==> src/pkg/oms_pkg.sv <==
/*
 * oms_pkg: shared types, constants and helpers of the operating-mode
 * select block (mode capture, mode protection, debug entry, bus ports).
 * assumes: one clock, asynchronous active-high reset, no software bus.
 */
`default_nettype none
package oms_pkg;

    // ========================================================
    // widths and constants
    // ========================================================
    localparam int          OMS_PORT_W     = 8;      // width of each port
    localparam int          OMS_ADDR_W     = 16;     // external address
    localparam logic [15:0] OMS_ADDR_STEP  = 16'h0001; // second byte step
    localparam logic [7:0]  OMS_OE_ALL     = 8'hff;  // whole port driven
    localparam logic [7:0]  OMS_OE_NONE    = 8'h00;  // whole port released
    localparam logic [1:0]  OMS_SEL_PERIPH = 2'h2;   // mode pins b,a = 10

    // ========================================================
    // carriers
    // ========================================================
    typedef struct packed {
        logic special_mode_n;   // 1 = normal, 0 = special
        logic mode_pin_b;       // captured / stored select b
        logic mode_pin_a;       // captured / stored select a
    } oms_mode_t;

    typedef struct packed {
        logic single;           // no external bus
        logic expanded;         // multiplexed bus present
        logic wide;             // 16-bit data on both ports
        logic narrow;           // 8-bit data on first port
        logic special;          // protection relaxed
        logic periph;           // core held, external master
    } oms_flags_t;

    typedef enum logic [1:0] {
        OMS_IDLE = 2'b00,       // no external cycle
        OMS_ADDR = 2'b01,       // address phase
        OMS_DATA = 2'b10        // data phase
    } oms_bus_st_t;

    typedef struct packed {
        logic        captured;   // pins taken after reset release
        logic        first_done; // a mode write has been seen
        logic        once_done;  // normal-mode one-time write used
        oms_mode_t   mode;       // stored mode bits
        oms_flags_t  flags;      // decoded mode
        logic        dbg_en;     // debug enabled
        logic        dbg_act;    // debug active
        oms_bus_st_t bst;        // external cycle phase
        logic        busy;       // transfer in progress
        logic        second;     // second byte of narrow word
        logic        word;       // 16-bit transfer
        logic        we;         // write transfer
        logic [15:0] addr;       // current address
        logic [15:0] wdata;      // write data
        logic [15:0] rdata;      // read data
        logic        done;       // transfer finished pulse
        logic [7:0]  pa;         // first port out
        logic [7:0]  pa_oe;      // first port enable
        logic [7:0]  pb;         // second port out
        logic [7:0]  pb_oe;      // second port enable
    } oms_state_t;

    localparam oms_mode_t  OMS_MODE_SSC   = oms_mode_t'(3'h0);
    localparam oms_state_t OMS_RST_STATE  = '0;

    // ========================================================
    // helpers
    // ========================================================
    // reserved combination turns into peripheral mode
    function automatic oms_mode_t oms_force(input oms_mode_t m);
        oms_mode_t r;
        r = m;
        if (m.special_mode_n && {m.mode_pin_b, m.mode_pin_a} == OMS_SEL_PERIPH)
            r = oms_mode_t'({1'b0, OMS_SEL_PERIPH});
        return r;
    endfunction

    // stored mode bits into per-use flags
    function automatic oms_flags_t oms_decode(input oms_mode_t m);
        oms_flags_t f;
        logic [1:0] sel;
        sel        = {m.mode_pin_b, m.mode_pin_a};
        f.special  = !m.special_mode_n;
        f.periph   = (sel == OMS_SEL_PERIPH);
        f.single   = (sel == 2'h0);
        f.wide     = (sel == 2'h3);
        f.narrow   = (sel == 2'h1);
        f.expanded = f.wide || f.narrow;
        return f;
    endfunction

endpackage
`default_nettype wire

==> src/core/oms_mode_ctrl.sv <==
/*
 * oms_mode_ctrl: operating-mode capture, protection, debug entry and
 * the multiplexed external bus on two 8-bit ports.
 * assumes: pins synchronous to clk_i; ports resolved outside from the
 * enables; mode writes and debug commands come as one-cycle strobes.
 */
// Functional notes
// - capture three pins when reset ends
// - pin triplet picks one of modes
// - reserved triplet becomes peripheral mode
// - mode bits readable, changes restricted
// - seven modes, each with bus setup
// - normal modes protect, special modes relax
// - single-chip: ports are general I/O
// - wide: both ports carry address/data
// - narrow: address on both, data first port
// - narrow word: high byte then low
// - second byte uses address plus one
// - special single-chip starts with debug active
// - normal: debug enabled, then activated
// - peripheral: core idle, external master rules
// - peripheral mode changes only through reset
// - special bit writable while 0, first ignored
// - select bits write limits, no peripheral
`default_nettype none
module oms_mode_ctrl
    import oms_pkg::*;
(
    input  wire logic        clk_i,            // system clock
    input  wire logic        rst_i,            // async reset, high
    input  wire logic        ce_i,             // clock enable
    input  wire logic        background_pin_i, // mode strap
    input  wire logic        mode_pin_b_i,     // mode strap b
    input  wire logic        mode_pin_a_i,     // mode strap a
    input  wire logic        mode_wr_i,        // mode write strobe
    input  wire oms_mode_t   mode_wr_data_i,   // mode write value
    input  wire logic        dbg_enable_i,     // debug enable command
    input  wire logic        dbg_activate_i,   // debug activate command
    input  wire logic        dbg_exit_i,       // leave active debug
    input  wire logic        req_i,            // bus transfer request
    input  wire logic        req_we_i,         // 1 = write
    input  wire logic        req_word_i,       // 1 = 16-bit
    input  wire logic [15:0] req_addr_i,       // transfer address
    input  wire logic [15:0] req_wdata_i,      // transfer write data
    input  wire logic [7:0]  gpio_a_i,         // first port I/O data
    input  wire logic [7:0]  gpio_a_dir_i,     // first port I/O dir
    input  wire logic [7:0]  gpio_b_i,         // second port I/O data
    input  wire logic [7:0]  gpio_b_dir_i,     // second port I/O dir
    input  wire logic [7:0]  port_a_i,         // first port pin level
    input  wire logic [7:0]  port_b_i,         // second port pin level
    output logic             mode_valid_o,     // pins captured
    output oms_mode_t        mode_o,           // current mode bits
    output oms_flags_t       flags_o,          // decoded mode
    output logic             dbg_en_o,         // debug enabled
    output logic             dbg_act_o,        // debug active
    output logic             busy_o,           // transfer running
    output logic             done_o,           // transfer done pulse
    output logic [15:0]      rdata_o,          // read data
    output logic [7:0]       port_a_o,         // first port out
    output logic [7:0]       port_a_oe_o,      // first port enable
    output logic [7:0]       port_b_o,         // second port out
    output logic [7:0]       port_b_oe_o       // second port enable
);

    // ========================================================
    // state
    // ========================================================
    oms_state_t st;          // all registered state
    oms_state_t next_st;     // next value
    oms_mode_t  pins_now;    // strap levels
    oms_mode_t  gate_mode;   // mode after write filter
    logic       gate_first;  // first-write flag after filter
    logic       gate_once;   // once flag after filter

    assign pins_now = oms_mode_t'({background_pin_i, mode_pin_b_i,
                                   mode_pin_a_i});

    // write filter, only live once the pins are held
    oms_mode_wrgate u_wrgate (
        .mode_i       (st.mode),
        .first_done_i (st.first_done),
        .once_done_i  (st.once_done),
        .wr_i         (mode_wr_i && st.captured),
        .wdata_i      (mode_wr_data_i),
        .mode_o       (gate_mode),
        .first_done_o (gate_first),
        .once_done_o  (gate_once)
    );

    // ========================================================
    // next state
    // ========================================================
    always_comb begin
        next_st      = st;
        next_st.done = 1'b0;
        if (!st.captured) begin
            // first enabled edge after release takes the straps;
            // a flop under async reset may only load a constant
            next_st.captured   = 1'b1;
            next_st.mode       = oms_force(pins_now);
            next_st.first_done = 1'b0;
            next_st.once_done  = 1'b0;
            next_st.dbg_en     = (next_st.mode == OMS_MODE_SSC);
            next_st.dbg_act    = (next_st.mode == OMS_MODE_SSC);
        end else begin
            next_st.mode       = gate_mode;
            next_st.first_done = gate_first;
            next_st.once_done  = gate_once;
            // debug: refused in peripheral mode to avoid bus fights
            if (!st.flags.periph) begin
                if (dbg_enable_i)
                    next_st.dbg_en = 1'b1;
                if (dbg_exit_i)
                    next_st.dbg_act = 1'b0;
                // activation needs a prior enable; set wins over exit
                if (dbg_activate_i && st.dbg_en)
                    next_st.dbg_act = 1'b1;
            end
            // external bus sequencer
            case (st.bst)
                OMS_IDLE: begin
                    // requests only in expanded modes
                    if (req_i && st.flags.expanded) begin
                        next_st.bst    = OMS_ADDR;
                        next_st.addr   = req_addr_i;
                        next_st.wdata  = req_wdata_i;
                        next_st.we     = req_we_i;
                        next_st.word   = req_word_i;
                        next_st.second = 1'b0;
                    end
                end
                OMS_ADDR: begin
                    next_st.bst = OMS_DATA;
                end
                OMS_DATA: begin
                    if (st.flags.narrow) begin
                        // byte lanes on the first port only
                        if (!st.we) begin
                            if (st.word && !st.second)
                                next_st.rdata[15:8] = port_a_i;
                            else if (st.word)
                                next_st.rdata[7:0] = port_a_i;
                            else
                                next_st.rdata = {8'h00, port_a_i};
                        end
                        if (st.word && !st.second) begin
                            // low byte follows at the next address
                            next_st.second = 1'b1;
                            next_st.addr   =
                                16'(st.addr + OMS_ADDR_STEP);
                            next_st.bst    = OMS_ADDR;
                        end else begin
                            next_st.bst  = OMS_IDLE;
                            next_st.done = 1'b1;
                        end
                    end else begin
                        if (!st.we)
                            next_st.rdata = {port_a_i, port_b_i};
                        next_st.bst  = OMS_IDLE;
                        next_st.done = 1'b1;
                    end
                end
                default: begin
                    next_st.bst = OMS_IDLE;
                end
            endcase
        end
        next_st.flags = oms_decode(next_st.mode);
        next_st.busy  = (next_st.bst != OMS_IDLE);
        // port drive, registered so the pins never glitch
        next_st.pa    = 8'h00;
        next_st.pb    = 8'h00;
        next_st.pa_oe = OMS_OE_NONE;
        next_st.pb_oe = OMS_OE_NONE;
        if (!next_st.captured) begin
            // nothing driven before the mode is known
        end else if (next_st.flags.single) begin
            next_st.pa    = gpio_a_i;
            next_st.pa_oe = gpio_a_dir_i;
            next_st.pb    = gpio_b_i;
            next_st.pb_oe = gpio_b_dir_i;
        end else if (next_st.flags.periph) begin
            // external master owns the ports; stay off them
        end else if (next_st.bst == OMS_ADDR) begin
            next_st.pa    = next_st.addr[15:8];
            next_st.pb    = next_st.addr[7:0];
            next_st.pa_oe = OMS_OE_ALL;
            next_st.pb_oe = OMS_OE_ALL;
        end else if (next_st.bst == OMS_DATA) begin
            next_st.pa_oe = next_st.we ? OMS_OE_ALL : OMS_OE_NONE;
            if (next_st.flags.narrow) begin
                // second port keeps the low address byte
                next_st.pb    = next_st.addr[7:0];
                next_st.pb_oe = OMS_OE_ALL;
                next_st.pa    = (next_st.word && !next_st.second)
                              ? next_st.wdata[15:8]
                              : next_st.wdata[7:0];
            end else begin
                next_st.pa    = next_st.wdata[15:8];
                next_st.pb    = next_st.wdata[7:0];
                next_st.pb_oe = next_st.pa_oe;
            end
        end
    end

    // ========================================================
    // registers
    // ========================================================
    always_ff @(posedge clk_i or posedge rst_i) begin
        if (rst_i)
            st <= OMS_RST_STATE;
        else if (ce_i)
            st <= next_st;
    end

    // outputs, straight from the state flops
    assign mode_valid_o = st.captured;
    assign mode_o       = st.mode;
    assign flags_o      = st.flags;
    assign dbg_en_o     = st.dbg_en;
    assign dbg_act_o    = st.dbg_act;
    assign busy_o       = st.busy;
    assign done_o       = st.done;
    assign rdata_o      = st.rdata;
    assign port_a_o     = st.pa;
    assign port_a_oe_o  = st.pa_oe;
    assign port_b_o     = st.pb;
    assign port_b_oe_o  = st.pb_oe;
endmodule
`default_nettype wire

==> src/core/oms_mode_wrgate.sv <==
/*
 * oms_mode_wrgate: decides which part of a run-time mode write is kept.
 * assumes: caller only asserts wr_i after the pins were captured.
 */
`default_nettype none
module oms_mode_wrgate
    import oms_pkg::*;
(
    input  wire oms_mode_t mode_i,       // stored mode
    input  wire logic      first_done_i, // a write was seen
    input  wire logic      once_done_i,  // one-time write used
    input  wire logic      wr_i,         // write strobe
    input  wire oms_mode_t wdata_i,      // written value
    output oms_mode_t      mode_o,       // resulting mode
    output logic           first_done_o, // updated first flag
    output logic           once_done_o   // updated once flag
);

    // ========================================================
    // write qualification
    // ========================================================
    // a select of peripheral or reserved leaves the select bits; in special mode the special bit still takes the write
    always_comb begin
        logic       sel_bad;
        oms_flags_t cur_fl;
        sel_bad      = ({wdata_i.mode_pin_b, wdata_i.mode_pin_a}
                        == OMS_SEL_PERIPH);
        // decoded stored mode, kept local so no field of a call is read
        cur_fl       = oms_decode(mode_i);
        mode_o       = mode_i;
        first_done_o = first_done_i;
        once_done_o  = once_done_i;
        if (wr_i && !cur_fl.periph) begin
            first_done_o = 1'b1;
            if (!mode_i.special_mode_n) begin
                // special: everything but the first write counts
                if (first_done_i) begin
                    mode_o.special_mode_n = wdata_i.special_mode_n;
                    if (!sel_bad) begin
                        mode_o.mode_pin_b = wdata_i.mode_pin_b;
                        mode_o.mode_pin_a = wdata_i.mode_pin_a;
                    end
                end
            end else begin
                // normal: special bit locked, selects writable once
                once_done_o = 1'b1;
                if (!once_done_i && !sel_bad) begin
                    mode_o.mode_pin_b = wdata_i.mode_pin_b;
                    mode_o.mode_pin_a = wdata_i.mode_pin_a;
                end
            end
        end
    end

endmodule
`default_nettype wire

==> config.mk <==
export PLATFORM = sky130hd
export DESIGN_NAME = oms_mode_ctrl
export DESIGN_NICKNAME = d
export VERILOG_FILES = /design/src/pkg/oms_pkg.sv /design/src/core/oms_mode_ctrl.sv /design/src/core/oms_mode_wrgate.sv
export SDC_FILE = /design/constraint.sdc
export NUM_CORES = 1
export LEC_CHECK = 0
export BUFFER_PORTS_ARGS = -buffer_cell sky130_fd_sc_hd__buf_4
export CORE_MARGIN = 2
export CORE_UTILIZATION = 53
export CTS_BUF_LIST = sky130_fd_sc_hd__clkbuf_8 sky130_fd_sc_hd__clkbuf_16
export DETAILED_ROUTE_END_ITERATION = 6
export GPL_ROUTABILITY_DRIVEN = 0
export HOLD_SLACK_MARGIN = 0.15
export PLACE_DENSITY_LB_ADDON = 0.1
export SLEW_MARGIN = 20
export SYNTH_ARGS = -nofsm -noshare
export SYNTH_HDL_FRONTEND = slang
export SYNTH_SLANG_ARGS = --single-unit
export TNS_END_PERCENT = 30
==> constraint.sdc <==
create_clock -name clk_i -period 4.05 [get_ports clk_i]
set_input_delay 0.405 -clock clk_i [delete_from_list [all_inputs] [get_ports clk_i]]
set_output_delay 0.405 -clock clk_i [all_outputs]
set_load 0.005 [all_outputs]
==> impl_metrics.csv <==
group,metric,value,unit
status,status,"complete, no violations",
synthesis,netlist_instances,625,
worst_setup_path,path_max_fanout,19,
placed_design,place_hpwl,11900,um
synthesis,synth.area.mux_share,10.1,%
synthesis,synth_top_family_by_area,"compound AO/OA/AOI/OAI gates",
grt,grtUsageTotal,27.6,%
synthesis,synth_compound_area_share,20.4,%
floorplanning,initial_core_util,54.3,%
detailed_routing,drcViolationCount,0,
power,p_per_area,548,mW/mm^2
synthesis,yosysSeqAreaShare,42.7,%
synthesis,synthDistinctLibCells,63,
floorplanning,fp-row-count,38,
floorplanning,fp.dieW,109,um
synthesis,synth_warnings,0,
grt,grt-ovfl-total,0,
job,drv_cap,0,
grt,grt_pass1_vias,4754,
grt,grtUsageMet2,42.7,%
synthesis,async_flop_share,100,%
worst_setup_path,cp-end-kind,"flop",
worst_setup_path,cpPeakStageDelay,670,ps
grt,grt_max_degree,78,
worst_setup_path,rrSetupSlack,980,ps
min_path,hp-class,"in -> reg",
worst_setup_path,crit_slowest_cell,"a2111oi_4",
floorplanning,fp.dieH,109,um
clock_network,post_cts_buffers,0,
sta,final-hold-violation-count,0,
detailed_routing,wl_per_cell,19.4,um
finish,nets,804,
detailed_routing,initialDrtViolationCount,475,
floorplanning,io_pins,158,
sta,tns,0,ps
detailed_routing,drt-pass1-iter-count,5,
clock_network,hold_buffers,0,
clock_network,cts_root_buf,"clkbuf_8",
floorplanning,die_area,0.0119,mm^2
sta,fmax,326,MHz
sta,rsz0062_at_grt,"false",
worst_setup_path,critPathRequiredTime,4350,ps
grt,grt_first_pass_wirelength,24900,um
finish,final_util,63.8,%
placed_design,portBuffers,157,
worst_setup_path,startpoint_type,"flop",
clock_network,cts-buffers-inserted,9,
clock_network,clk_latency,390,ps
worst_setup_path,critPathTopFamily,"compound AO/OA/AOI/OAI gates",
detailed_routing,vias,5160,
synthesis,synth_xor_area_share,0.149,%
grt,antenna_found_initial,0,
finish,antenna_cells,0,
grt,met3_usage,4.54,%
synthesis,synthesis.nets,722,
worst_setup_path,path_class,"reg -> reg",
power,max-vdd-ir-drop,0.000285,V
sta,max_slew.worst_pin.slew,1030,ps
synthesis,netlist_area,0.00586,mm^2
clock_network,clockBufferDepth,2,
worst_setup_path,critPathArrivalTime,3370,ps
synthesis,synth_simple_gate_area_share,15.2,%
sta,finClkSkew,12.5,ps
synthesis,synthFlopType,"dfrtp_1",
grt,grt.busiest_layer,"met2",
detailed_routing,post_drt_via_cell_ratio,6.06,
power,leakage,3.12,nW
worst_setup_path,path_buf_inv,0,
sta,timing.slew.headroom,31.1,%
sta,period_share,75.7,%
synthesis,synth_edf_count,0,
floorplanning,coreArea,0.0108,mm^2
clock_network,cts-htree-levels,3,
synthesis,avgSynthCellArea,9.38,um^2
clock_network,path_clk_slew,100,ps
sta,setup_viol,0,
sta,finalMaxSlewViolations,0,
finish,areaGrowthSynthToFinish,17.6,%
sta,fin_crit,3070,ps
clock_network,ctsResizeCount,0,
detailed_routing,drt_wl_total,16500,um
synthesis,synthAdderAreaFrac,0.213,%
clock_network,cts_sinks,100,
grt,grt_use_met1,37.9,%
detailed_routing,ant_nets,0,
clock_network,cts_tree,"yes",
synthesis,ys_seq_elements,100,
finish,drive_gt1_share,30.6,%
worst_setup_path,path_cells,"and4bb_1, and2_1, a211oi_1, a2111oi_4, mux2_2, o2111ai_1",
-- metrics by stage --
step	worst slack, ps	instances	power, W	area [um^2]	hold WS, ps
4_1_cts	1010	852	0.00378	6880	218
5_1_grt	829	852	0.00401	6890	235
2_1_floorplan	1030	625	0.00274	5860	452
3_3_place_gp	1100	836	0.00312	6710	464
3_5_place_dp	1020	836	0.00317	6710	477
6_report	985	852	0.00378	6890	228
-- state kept, by name, indices dropped and copies added, names as in the netlist --
signal        count
busy_o            1
dbg_act_o         1
dbg_en_o          1
done_o            1
flags_o           5
mode_o            3
mode_valid_o      1
port_a_o          8
port_a_oe_o       8
port_b_o          8
port_b_oe_o       8
rdata_o          16
st               39
-- cell type report --
cell class | count | area, um^2
fill | 876 | 3900
multi-input combinational | 409 | 2720
sequential | 100 | 2500
timing repair buffer | 164 | 1230
tap | 140 | 175
clock buffer | 10 | 138
inverter | 23 | 88.8
clock inverter | 6 | 38.8
-- worst reg2reg max path, stage by stage, from the launching register on --
cell       delay, ps
dfrtp_1          590
and4bb_1         460
and2_1           530
a211oi_1         150
a2111oi_4        670
mux2_2           410
o2111ai_1        180
-- placed cells by master (no fill, tap or decap), types with 5 or more instances in the layout --
master	count
dfrtp_1	100
clkbuf_8	10
nor3_1	9
nand2_1	55
o22ai_1	5
nand3_1	23
nand4_1	5
a21oi_1	44
o21a_1	5
and2_1	8
a31oi_1	5
a221o_1	22
nor2_1	45
mux2i_1	32
inv_1	23
a211oi_1	5
buf_4	164
nand2b_1	5
mux2_2	24
o21ai_0	36
-- Yosys cell counts, drive strengths merged (3+ instances only) --
master	count	area [um^2]
dfrtp	100	2500
buf	67	475
nand2	56	213
nor2	45	169
a21oi	44	220
o21ai	37	189
mux2i	32	320
clkbuf	26	97.6
mux2	24	270
nand3	23	115
a221o	22	220
inv	22	82.6
nor3	10	50.1
and2	8	50.1
nand2b	6	45.0
a211oi	5	37.5
a31oi	5	31.3
nand4	5	31.3
o21a	5	37.5
o22ai	5	31.3
a21o	4	30.0
a222oi	4	40.0
a22o	4	35.0
a22oi	4	30.0
a311oi	4	41.3
nand3b	4	30.0
nor2b	4	25.0
o2111ai	4	35.0
a31o	3	26.3
and3b	3	26.3
nor4	3	18.8
or3	3	18.8
-- final timing paths --
path | from | end | cells after the start
min | gpio_a_i[4] | port_a_o[4] | 3
max in group asynchronous | rst_i | st[80] | 3
max reg2reg | st[86] | port_a_o[0] | 6
max | st[86] | port_a_o[0] | 6
min in group asynchronous | rst_i | port_b_oe_o[1] | 2
min reg2reg | flags_o[1] | flags_o[1] | 1
-- kinds of logic (layout without fill, tap and decap cells) --
family	after synthesis	in the layout
compound gates	169	169
simple gates	182	182
flops	100	100
mux	56	56
fa+ha+maj	1	1
buf+inv	116	203
xor+xnor	1	1
-- report_power, final --
| group | switching [W] | internal (W) | leakage, nW |
|---|---|---|---|
| combinational | 0.000703 | 0.000787 | 1.81 |
| clock | 0.000368 | 0.000241 | 0.0996 |
| sequential | 0.000330 | 0.00135 | 1.21 |
-- routing by layer --
| layer | routed length, um | up-vias |
|---|---|---|
| met4 | 393 | 0 |
| met3 | 1260 | 26 |
| li1 | - | 2391 |
| met1 | 7120 | 2501 |
| met2 | 7740 | 242 |
| met5 | 0 | - |
No activity file was read; power rests on OpenSTA's default activity.
